File: config.mk
export PLATFORM = sky130hd
export DESIGN_NAME = deti_top
export DESIGN_NICKNAME = d
export VERILOG_FILES = /design/src/rtl/deti_pkg.sv /design/src/rtl/deti_evt_if.sv /design/src/rtl/deti_limit_cmp.sv /design/src/rtl/deti_irq_sel.sv /design/src/rtl/deti_top.sv
export SDC_FILE = /design/constraint.sdc
export NUM_CORES = 1
export LEC_CHECK = 0
export BUFFER_PORTS_ARGS = -buffer_cell sky130_fd_sc_hd__buf_4
export CELL_PAD_IN_SITES_DETAIL_PLACEMENT = 0
export CELL_PAD_IN_SITES_GLOBAL_PLACEMENT = 1
export CORE_MARGIN = 8
export CORE_UTILIZATION = 34
export DETAILED_ROUTE_END_ITERATION = 6
export PLACE_DENSITY = 0.86
export SLEW_MARGIN = 10
export SYNTH_ARGS = -nofsm -noshare
export SYNTH_HDL_FRONTEND = slang
export SYNTH_HIERARCHICAL = 1
export SYNTH_SLANG_ARGS = --single-unit
File: constraint.sdc
create_clock -name clk_in -period 2.9 [get_ports clk_in]
set_input_delay 0.29 -clock clk_in [delete_from_list [all_inputs] [get_ports clk_in]]
set_output_delay 0.29 -clock clk_in [all_outputs]
set_load 0.03 [all_outputs]
File: src/rtl/deti_pkg.sv
// constants, types and mapping helper of the dimm error threshold block
// assumes one clock domain and a plain strobe register port
package deti_pkg;

    localparam int CH_N   = 3;
    localparam int SLOT_N = 4;
    localparam int DIMM_N = CH_N * SLOT_N;
    localparam int CNT_W  = 15;
    localparam int ADDR_W = 8;
    localparam int DATA_W = 32;

    // register offsets
    localparam logic [ADDR_W-1:0] STATUS_OFF   = 8'h00;
    localparam logic [ADDR_W-1:0] CTRL_OFF     = 8'h04;
    localparam logic [ADDR_W-1:0] IRQ_STAT_OFF = 8'h08;
    localparam logic [ADDR_W-1:0] IRQ_MASK_OFF = 8'h0C;

    // field positions
    localparam int OVF_LSB    = 0;
    localparam int FAIL_LSB   = 12;
    localparam int FAIL_W     = 2;
    localparam int LIMIT_LSB  = 0;
    localparam int SMI_EN_BIT = 15;
    localparam int NMI_EN_BIT = 16;

    // interrupt cause bits
    localparam int EV_THRESH = 0;
    localparam int EV_SCRUB  = 1;
    localparam int EV_REDUND = 2;
    localparam int EV_N      = 3;

    // reset values
    localparam logic [DIMM_N-1:0] OVF_RST   = 12'h000;
    localparam logic [FAIL_W-1:0] FAIL_RST  = 2'h0;
    localparam logic [CNT_W-1:0]  LIMIT_RST = 15'h0000;
    localparam logic              EN_RST    = 1'b0;
    localparam logic [EV_N-1:0]   IRQ_RST   = 3'h0;
    localparam logic [DATA_W-1:0] RDATA_RST = 32'h0000_0000;

    typedef enum {DETI_SEL_NONE, DETI_SEL_SMI, DETI_SEL_NMI} deti_sel_t;

    // status bit of a counter slot; dense means three or more dimms
    function automatic int unsigned deti_bit(input int unsigned ch,
                                             input int unsigned slot,
                                             input logic dense);
        int unsigned dimm;
        int unsigned rank_hi;
        dimm    = dense ? slot : slot / 2;
        rank_hi = dense ? 0 : slot % 2;
        return dense ? ch * 4 + dimm : ch * 4 + dimm * 2 + rank_hi;
    endfunction

endpackage

File: src/rtl/deti_evt_if.sv
// event bundle between comparator, interrupt selector and top
// assumes all parties on the same clock
`timescale 1ns/1ps
`default_nettype none
interface deti_evt_if;
    import deti_pkg::*;
    logic [DIMM_N-1:0] over;
    logic              meet_pulse;
    logic              event_pulse;
    logic              smi_en;
    logic              nmi_en;
    logic              smi_pulse;
    logic              nmi_pulse;

    modport cmp (output over, meet_pulse);
    modport sel (input event_pulse, smi_en, nmi_en,
                 output smi_pulse, nmi_pulse);
    modport top (input over, meet_pulse, smi_pulse, nmi_pulse,
                 output event_pulse, smi_en, nmi_en);
endinterface
`default_nettype wire

File: src/rtl/deti_limit_cmp.sv
// compares every counter slot with the limit
// assumes counters synchronous to clk_in
`timescale 1ns/1ps
`default_nettype none
module deti_limit_cmp
    import deti_pkg::*;
(
    input  wire logic                    clk_in,
    input  wire logic                    reset_in,
    input  wire logic [DIMM_N*CNT_W-1:0] count_in,
    input  wire logic [CNT_W-1:0]        limit_in,
    input  wire logic [CH_N-1:0]         dense_in,
    deti_evt_if.cmp                      evt
);
    import deti_pkg::*;

    logic [DIMM_N-1:0] meet;
    logic [DIMM_N-1:0] meet_r;

    always_comb begin
        evt.over = '0;
        for (int c = 0; c < CH_N; c++) begin
            for (int s = 0; s < SLOT_N; s++) begin
                if (count_in[(c*SLOT_N+s)*CNT_W +: CNT_W] > limit_in) begin
                    evt.over[deti_bit(c, s, dense_in[c])] = 1'b1;
                end
            end
        end
    end

    genvar k;
    generate
        for (k = 0; k < DIMM_N; k++) begin : g_meet
            assign meet[k] = count_in[k*CNT_W +: CNT_W] >= limit_in;
        end
    endgenerate

    // starts high so no event at reset release
    always_ff @(posedge clk_in or posedge reset_in) begin
        if (reset_in) begin
            meet_r <= '1;
        end else begin
            meet_r <= meet;
        end
    end

    assign evt.meet_pulse = |(meet & ~meet_r);
endmodule
`default_nettype wire

File: src/rtl/deti_irq_sel.sv
// picks at most one interrupt kind per event and pulses it
// assumes event pulses one cycle wide
`timescale 1ns/1ps
`default_nettype none
module deti_irq_sel
    import deti_pkg::*;
(
    input  wire logic clk_in,
    input  wire logic reset_in,
    deti_evt_if.sel   evt
);
    import deti_pkg::*;

    deti_sel_t sel;

    // mode independent: no mirror input on purpose
    always_comb begin
        if (!evt.event_pulse) begin
            sel = DETI_SEL_NONE;
        end else if (evt.smi_en) begin
            sel = DETI_SEL_SMI;
        end else if (evt.nmi_en) begin
            sel = DETI_SEL_NMI;
        end else begin
            sel = DETI_SEL_NONE;
        end
    end

    always_ff @(posedge clk_in or posedge reset_in) begin
        if (reset_in) begin
            evt.smi_pulse <= 1'b0;
            evt.nmi_pulse <= 1'b0;
        end else begin
            unique case (sel)
                DETI_SEL_SMI: begin
                    evt.smi_pulse <= 1'b1;
                    evt.nmi_pulse <= 1'b0;
                end
                DETI_SEL_NMI: begin
                    evt.smi_pulse <= 1'b0;
                    evt.nmi_pulse <= 1'b1;
                end
                DETI_SEL_NONE: begin
                    evt.smi_pulse <= 1'b0;
                    evt.nmi_pulse <= 1'b0;
                end
            endcase
        end
    end
endmodule
`default_nettype wire

File: src/rtl/deti_top.sv
// dimm error threshold status and interrupt selection
// assumes counters and flags synchronous, one-cycle register strobes
//
// How it works
// - a slot over the limit sets its overflow status bit
// - overflow bits stay set; writing zero clears, writing one keeps
// - failing dimm id captured on redundancy loss, cleared by zero
// - dense channels: status bit is channel times four plus dimm
// - sparse channels: bit is channel*4 + dimm*2 + high rank pair
// - control bit 16 enables non-maskable interrupt, resets to zero
// - control bit 15 enables system management interrupt, resets zero
// - with both enables set, only system management interrupt is sent
// - system management enable acts the same in every channel mode
// - a counter reaching the limit is an interrupt event
// - scrub or spare completion rising is an interrupt event
// - redundancy loss rising is an interrupt event
// - limit is a 15-bit field at bits 14..0, reset zero
//
// Local design decisions: the placing of the registers and strobed register access.
`timescale 1ns/1ps
`default_nettype none
module deti_top
    import deti_pkg::*;
(
    input  wire logic                             clk_in,
    input  wire logic                             reset_in,
    input  wire logic [deti_pkg::ADDR_W-1:0]      reg_addr_in,
    input  wire logic [deti_pkg::DATA_W-1:0]      reg_wdata_in,
    input  wire logic                             reg_wr_in,
    input  wire logic                             reg_rd_in,
    output logic      [deti_pkg::DATA_W-1:0]      reg_rdata_out,
    input  wire logic [deti_pkg::DIMM_N*deti_pkg::CNT_W-1:0]
                                                  corrected_error_counter_in,
    input  wire logic [deti_pkg::CH_N-1:0]        dense_pop_in,
    input  wire logic                             scrub_spare_done_flag_in,
    input  wire logic                             redundancy_lost_flag_in,
    input  wire logic [deti_pkg::FAIL_W-1:0]      failing_dimm_in,
    output logic
        system_management_interrupt_out,
    output logic                                  nmi_out,
    output logic                                  irq_out
);
    import deti_pkg::*;

    function automatic logic hit(input logic [ADDR_W-1:0] addr,
                                 input logic [ADDR_W-1:0] off);
        return addr == off;
    endfunction

    logic [DIMM_N-1:0] ovf_status_r;
    logic [FAIL_W-1:0] fail_dimm_r;
    logic              smi_en_r;
    logic              nmi_en_r;
    logic [CNT_W-1:0]  limit_r;
    logic [EV_N-1:0]   irq_stat_r;
    logic [EV_N-1:0]   irq_mask_r;
    logic [DATA_W-1:0] rdata_nxt;
    logic              scrub_q_r;
    logic              redund_q_r;
    logic              scrub_rise;
    logic              redund_rise;
    logic              status_wr;
    logic              ctrl_wr;
    logic              irq_stat_wr;
    logic              irq_mask_wr;
    logic [EV_N-1:0]   ev_set;

    deti_evt_if evt ();

    deti_limit_cmp u_cmp (
        .clk_in   (clk_in),
        .reset_in (reset_in),
        .count_in (corrected_error_counter_in),
        .limit_in (limit_r),
        .dense_in (dense_pop_in),
        .evt      (evt.cmp)
    );

    deti_irq_sel u_sel (
        .clk_in   (clk_in),
        .reset_in (reset_in),
        .evt      (evt.sel)
    );

    assign status_wr   = reg_wr_in && hit(reg_addr_in, STATUS_OFF);
    assign ctrl_wr     = reg_wr_in && hit(reg_addr_in, CTRL_OFF);
    assign irq_stat_wr = reg_wr_in && hit(reg_addr_in, IRQ_STAT_OFF);
    assign irq_mask_wr = reg_wr_in && hit(reg_addr_in, IRQ_MASK_OFF);

    // rising edges of the flags from neighbouring units
    always_ff @(posedge clk_in or posedge reset_in) begin
        if (reset_in) begin
            scrub_q_r  <= 1'b0;
            redund_q_r <= 1'b0;
        end else begin
            scrub_q_r  <= scrub_spare_done_flag_in;
            redund_q_r <= redundancy_lost_flag_in;
        end
    end

    assign scrub_rise  = scrub_spare_done_flag_in && !scrub_q_r;
    assign redund_rise = redundancy_lost_flag_in && !redund_q_r;

    assign ev_set[EV_THRESH] = evt.meet_pulse;
    assign ev_set[EV_SCRUB]  = scrub_rise;
    assign ev_set[EV_REDUND] = redund_rise;

    assign evt.event_pulse = |ev_set;
    assign evt.smi_en      = smi_en_r;
    assign evt.nmi_en      = nmi_en_r;

    assign system_management_interrupt_out = evt.smi_pulse;
    assign nmi_out                         = evt.nmi_pulse;

    // overflow bits: zero clears, set wins over clear
    always_ff @(posedge clk_in or posedge reset_in) begin
        if (reset_in) begin
            ovf_status_r <= OVF_RST;
        end else if (status_wr) begin
            ovf_status_r <= (ovf_status_r
                             & reg_wdata_in[OVF_LSB +: DIMM_N])
                            | evt.over;
        end else begin
            ovf_status_r <= ovf_status_r | evt.over;
        end
    end

    // failing dimm id, capture wins over a clearing write
    always_ff @(posedge clk_in or posedge reset_in) begin
        if (reset_in) begin
            fail_dimm_r <= FAIL_RST;
        end else if (redund_rise) begin
            fail_dimm_r <= failing_dimm_in;
        end else if (status_wr) begin
            fail_dimm_r <= fail_dimm_r
                           & reg_wdata_in[FAIL_LSB +: FAIL_W];
        end
    end

    // control: enables and limit
    always_ff @(posedge clk_in or posedge reset_in) begin
        if (reset_in) begin
            smi_en_r <= EN_RST;
            nmi_en_r <= EN_RST;
            limit_r  <= LIMIT_RST;
        end else if (ctrl_wr) begin
            smi_en_r <= reg_wdata_in[SMI_EN_BIT];
            nmi_en_r <= reg_wdata_in[NMI_EN_BIT];
            limit_r  <= reg_wdata_in[LIMIT_LSB +: CNT_W];
        end
    end

    // sticky causes, write one clears, set wins
    always_ff @(posedge clk_in or posedge reset_in) begin
        if (reset_in) begin
            irq_stat_r <= IRQ_RST;
        end else if (irq_stat_wr) begin
            irq_stat_r <= (irq_stat_r & ~reg_wdata_in[EV_N-1:0]) | ev_set;
        end else begin
            irq_stat_r <= irq_stat_r | ev_set;
        end
    end

    always_ff @(posedge clk_in or posedge reset_in) begin
        if (reset_in) begin
            irq_mask_r <= IRQ_RST;
        end else if (irq_mask_wr) begin
            irq_mask_r <= reg_wdata_in[EV_N-1:0];
        end
    end

    assign irq_out = |(irq_stat_r & irq_mask_r);

    // read mux, unmapped reads return zero
    always_comb begin
        rdata_nxt = RDATA_RST;
        if (reg_rd_in) begin
            if (hit(reg_addr_in, STATUS_OFF)) begin
                rdata_nxt[OVF_LSB +: DIMM_N]  = ovf_status_r;
                rdata_nxt[FAIL_LSB +: FAIL_W] = fail_dimm_r;
            end else if (hit(reg_addr_in, CTRL_OFF)) begin
                rdata_nxt[NMI_EN_BIT]          = nmi_en_r;
                rdata_nxt[SMI_EN_BIT]          = smi_en_r;
                rdata_nxt[LIMIT_LSB +: CNT_W]  = limit_r;
            end else if (hit(reg_addr_in, IRQ_STAT_OFF)) begin
                rdata_nxt[EV_N-1:0] = irq_stat_r;
            end else if (hit(reg_addr_in, IRQ_MASK_OFF)) begin
                rdata_nxt[EV_N-1:0] = irq_mask_r;
            end
        end
    end

    // data stands only in the cycle after the read strobe
    always_ff @(posedge clk_in or posedge reset_in) begin
        if (reset_in) begin
            reg_rdata_out <= RDATA_RST;
        end else begin
            reg_rdata_out <= rdata_nxt;
        end
    end
endmodule
`default_nettype wire

; ---- Yosys cells after proc, flatten, opt, wreduce, memory -nomap -nowiden
; Cells that the tools add are included.
; Widths: inputs -> output; s select.
[word_totals]
wordCells = 190
out_inout_bits = 35
input_bits = 231
register_bits = 70
[op_classes]
magnitude_cmp = 42
eq_ne = 5
n_mux = 67
bitwise = 20
add_sub_neg = 18
n_reduce_logical = 25
[op_table]
columns = operator, n
row1 = $mux 32, 10
row2 = $ge 32x1->1 const B, 8
row3 = $lt 32x5->1 const B, 8
row4 = $add 3x32->32 const A, 6
row5 = $ge 15x15->1, 12
row6 = $gt 15x15->1, 12
row7 = $add 32x32->32, 5
row8 = $or 12x12->12, 11
row9 = $add 4x32->32 const A, 4
row10 = $mux 12, 10
row11 = $demux 1 s4, 9
row12 = $eq 32x1->1 const B, 1
row13 = $eq 32x2->1 const B, 1
row14 = $logic_not 32->1, 1
row15 = $mux 14, 2
row16 = $and 12x12->12, 2
row17 = $mux 2, 9
row18 = $mux 17, 1
row19 = $eq 8x4->1 const B, 2
row20 = $mux 1, 16
row21 = $logic_and 1x1->1, 15
row22 = $mux 3, 5
row23 = $reduce_or 14->1, 1
row24 = $not 12->12, 1
row25 = 20 further kinds, 25

; ---- Logic depth before layout (Yosys ltp)
[logic_depth]
ltp_word = 29
depth_mapped = 11
depth_no_buf = 11

; ---- Hierarchy
; Netlist, hierarchy kept.
[by_module_without_submodules]
columns = module, seq_area_each_um2, cells_per_inst, area_each_um2, instances
row1 = deti_limit_cmp, 315.3, 536, 4448.0, 1
row2 = deti_top, 1401.3, 185, 2491.1, 1
row3 = deti_irq_sel, 50.0, 5, 70.1, 1

; ---- Worst setup path after synthesis
; Ideal clock, no wire load.
[synth_path]
path_kind = reg-to-reg
startpoint = reg limit_r[4]
endpoint = reg u_sel.evt.nmi_pulse
required_time_ps = 2780
path_stages_with_launch = 12
arrival_time_ps = 2722
synth_period_minus_slack_ps = 2842
setup_ps = 120
n_path_buf = 0
setup_slack_ps = 58
cell_sequence = dfrtp_1 -> inv_1 -> ha_1 -> a211oi_2 -> nor2_1 -> o31ai_2 -> o2111ai_1 -> or2_4 -> a2111oi_2 -> nand3_1 -> or3_1 -> and3b_1
[synth_via]
elab_chain_cells = 7
elab_cells_between_ends = 20
cone_classes = order compare: 12 / eq/ne: 2 / mux: 2 / bitwise: 1 / reduce/logical: 3
[synth_rtl]
columns = item, line_no
row1 = from (decl), deti_top.sv:54  ; logic [CNT_W-1:0] limit_r;
row2 = from (signal assigned), deti_top.sv:149  ; limit_r <= reg_wdata_in[LIMIT_LSB +: CNT_W];
row3 = $ge 15x15->1 (*), deti_limit_cmp.sv:34  ; assign meet[k] = count_in[k*CNT_W +: CNT_W] >= limit_in;
row4 = via u_cmp.meet[7], deti_limit_cmp.sv:17  ; logic [DIMM_N-1:0] meet;
row5 = $and 12x12->12 (*), deti_limit_cmp.sv:47  ; assign evt.meet_pulse = |(meet & ~meet_r);
row6 = $reduce_or 14->1 (*), deti_top.sv:108  ; assign evt.event_pulse = |ev_set;
row7 = via evt.event_pulse, deti_evt_if.sv:9  ; logic event_pulse;
row8 = $mux 32 (*), deti_irq_sel.sv:18  ; if (!evt.event_pulse) begin
row9 = $eq 32x1->1 / $logic_not 32->1 (equally long branches), deti_irq_sel.sv:34  ; unique case (sel)
row10 = $reduce_or 2->1 (no line), n/a
row11 = $pmux 1 s2 (*), deti_irq_sel.sv:34
row12 = to (signal assigned), deti_irq_sel.sv:32  ; evt.nmi_pulse <= 1'b0;
row13 = to (signal assigned), deti_irq_sel.sv:37  ; evt.nmi_pulse <= 1'b0;
row14 = to (signal assigned), deti_irq_sel.sv:41  ; evt.nmi_pulse <= 1'b1;
row15 = to (decl), deti_evt_if.sv:17  ; output smi_pulse, nmi_pulse);
; Mark *: on every way through the listed nets, which the timed path passes. The rest lies on a longest branch.
; A chain may end at the register's enable or synchronous reset.

; ---- Final worst setup path
[layout_path]
startpoint = reg limit_r[8]
endpoint = reg u_sel.evt.nmi_pulse
[layout_via]
elab_chain_cells = 7
elab_cells_between_ends = 20
cone_classes = order compare: 12 / eq/ne: 2 / mux: 2 / bitwise: 1 / reduce/logical: 3
[layout_rtl]
columns = item, line_no
row1 = $ge 15x15->1, deti_limit_cmp.sv:34
row2 = $and 12x12->12 (*), deti_limit_cmp.sv:47
row3 = $reduce_or 14->1 (*), deti_top.sv:108
row4 = via evt.event_pulse, deti_evt_if.sv:9
row5 = $mux 32 (*), deti_irq_sel.sv:18
row6 = $eq 32x1->1 / $logic_not 32->1 (equally long branches), deti_irq_sel.sv:34
row7 = $reduce_or 2->1 (no line), n/a
row8 = $pmux 1 s2 (*), deti_irq_sel.sv:34
; Marked as above.

==> impl_metrics.tcl <==
set metrics [dict create \
    status "finished, violations left" \
    violations "negative setup slack" \
    nets 1506 \
    r2r_start "limit_r[8]" \
    max-slew-margin-rel_pct 44.2 \
    power_leakage_nw 5.20 \
    syn_inst 726 \
    drv_cap 0 \
    root_buffer "clkbuf_16" \
    drtAntennaViolNets 0 \
    vias 7094 \
    worstSetupStartpointType "flop" \
    avgViaCountPerCell 5.18 \
    drive_above_1_share_pct 44.6 \
    r2r-end "u_sel/evt.nmi_pulse" \
    ys.flop_type "dfrtp_1" \
    cts_buffer_depth 2 \
    min_path_type "input port to flop" \
    tightest_slew_ns 0.834 \
    tns_ns -0.230 \
    grt-ovfl-total 0 \
    min_period_ns 3.01 \
    die_h_um 160 \
    grt_pass1_wl_um 40600 \
    max_freq_mhz 333 \
    drv_slew 0 \
    ys_seq_elements 70 \
    clock-skew-final_ns 0.00635 \
    cts_tree "done" \
    ir_drop_v 0.000226 \
    grt_setup_unrepaired "true" \
    layout.cells.non_filler 1370 \
    drtIter0Drc 462 \
    dpl.hpwl_um 21600 \
    crit_required_ns 3.13 \
    syn2layout_area_growth_pct 56.0 \
    r2r_slack_ns -0.11 \
    clock_latency_ns 0.34 \
    grtUsageTotal_pct 20.3 \
    start_util_pct 34.6 \
    n_fill_cell 1785 \
    setup_viol 3 \
    clock-sinks 70 \
    clk_pin_slew_worst_paths_ns 0.06 \
    dp.cells 1332 \
    antenna_found_initial 2 \
    cts_made_buffers 9 \
    syn_area_um2 7010 \
    layout_setup_ws_ns -0.106 \
    core_um2 20200 \
    finalWeightedCongestion 0.864 \
    n_antenna_cell 0 \
    yosysSeqAreaShare_pct 25.2 \
    cp_max_fo 6 \
    min_period_over_period_pct 104 \
    drt_first_pass_iters 5 \
    yosysUniqueCellTypes 55 \
    synthArstFlopShare_pct 100 \
    synth-edff-count 0 \
    grt_pass1_vias 7540 \
    synth_warnings 6 \
    htree_levels 3 \
    wl_per_cell_um 19.7 \
    grt_max_degree 52 \
    hp-start "redundancy_lost_flag_in" \
    min_path_cells 1 \
    hold_end "redund_q_r" \
    r2r_cells 12 \
    power_density_nw_per_um2 310 \
    portBuffers 232 \
    avgSynthCellArea_um2 9.65 \
    rows 52 \
    final_core_util_pct 54.0 \
    worstSetupPathType "flop to flop" \
    wl_um 27000 \
    dieArea_um2 25500 \
    route.detailed.drc 0 \
    endpoint_kind "flop" \
    io_pins 266 \
    hold_viol_final 0 \
    critPathArrivalTime_ns 3.23 \
    fp.dieW_um 160 \
]
-- stage by stage --
stage / setup WS [ns] / total power [mW] / area, µm² / hold slack (ns)
after global placement: -0.289 / 2.13 / 9980 / 0.174
after floorplan: 0.0582 / 1.61 / 7060 / 0.0312
after CTS: -0.0231 / 3.34 / 10700 / 0.0595
final: -0.106 / 3.39 / 10900 / 0.0689
after detailed placement: -0.353 / 2.15 / 9980 / 0.176
after global routing: -0.199 / 3.58 / 10900 / 0.0668
-- cell usage after synthesis, drive strengths merged, types with 7 or more instances --
| cell | n | area, µm² |
|---|---|---|
| inv | 39 | 146 |
| a211oi | 11 | 87.6 |
| buf | 23 | 169 |
| nand3b | 7 | 52.6 |
| and3 | 8 | 50.1 |
| a21o | 27 | 203 |
| a22oi | 13 | 97.6 |
| nor4 | 8 | 65.1 |
| nand4b | 15 | 131 |
| mux2 | 20 | 263 |
| nand3 | 22 | 123 |
| nand2 | 35 | 131 |
| dfrtp | 58 | 1450 |
| a21oi | 73 | 365 |
| nand4 | 34 | 213 |
| o21ai | 30 | 150 |
| ha | 180 | 2250 |
| nor2 | 37 | 139 |
| nor2b | 12 | 75.1 |
| dfstp | 12 | 315 |
-- layout make-up --
type                    instances  area, µm²  share of cell area, %
inverters                      39        154                   1.41
flip-flops and latches         70       1770                   16.2
repair buffers                369       3020                   27.7
well taps                     270        338                   3.09
clock inverters                 7       73.8                  0.675
clock buffers                   9        225                   2.06
multi-input cells             606       5350                   49.0
-- registers in the layout, indices dropped and copies added, names as in the netlist --
name and cells:
reg_rdata_out 17, limit_r 15, ovf_status_r 12, u_cmp/meet_r 12, irq_mask_r 3, irq_stat_r 3
fail_dimm_r 2, evt.nmi_en 1, evt.smi_en 1, redund_q_r 1, scrub_q_r 1, u_sel/evt.nmi_pulse 1
u_sel/evt.smi_pulse 1
-- cell families after synthesis --
kind of cell               share of synthesized area, %
AOI/OAI and AO/OA                                  16.8
muxes                                              4.71
adders and majority gates                          32.1
and+or+nand+nor                                    16.5
DFF                                                25.2
other                                            0.0535
buffers and inverters                              4.61
-- worst max path at each step --
stage,from,endpoint,slack (ns)
6_report,limit_r[8],u_sel/evt.nmi_pulse,-0.11
5_1_grt,limit_r[13],u_sel/evt.nmi_pulse,-0.20
4_1_cts,limit_r[6],u_sel/evt.smi_pulse,-0.02
3_5_place_dp,limit_r[6],u_sel/evt.nmi_pulse,-0.35
3_3_place_gp,limit_r[6],u_sel/evt.nmi_pulse,-0.29
2_1_floorplan,limit_r[4],u_sel/evt.nmi_pulse,0.06
-- per-layer routing --
layer | vias up | GRT usage [%] | wire length [µm]
met2 | 235 | 35.3 | 13300
met5 | - | 0 | 27
met3 | 49 | 4.08 | 1530
met4 | 4 | 7.59 | 841
met1 | 3314 | 24.1 | 11300
li1 | 3492 | - | -
-- placed cells by master, fill, tap and decap left out, drive strengths merged, types with 13 or more instances in the layout --
master  count
a21o       27
a21oi      73
a22oi      13
buf       368
conb       15
dfrtp      58
ha        180
inv        40
mux2       20
nand2      35
nand3      22
nand4      34
nand4b     15
nor2       37
o21ai      30
-- worst max-delay path, cell delays in order, from the launching register on --
cell and delay (ns):
dfrtp_1 0.43, inv_2 0.08, buf_8 0.15, ha_1 0.26, and3_1 0.16, a221o_1 0.36, a21oi_2 0.17, o21a_1 0.19
a21oi_1 0.12, a2111oi_4 0.27, nand3_4 0.15, or3_4 0.40, and3b_1 0.17
-- power breakdown --
part | total (mW) | switching, mW | internal [mW]
registers | 1.04 | 0.0189 | 1.02
clock network | 1.10 | 0.434 | 0.668
logic | 1.25 | 0.597 | 0.654
-- what timing repair did --
item / in CTS / in global routing
cloned: 1 / 0
pin swaps: 28 / 9
hold endpoints to repair: 7 / 0
gates resized for setup: 61 / 39
hold buffers: 1 / 0
setup endpoints to repair: 3 / 3
buffers inserted: 16 / 5
Power figures use the tool's default switching activity.
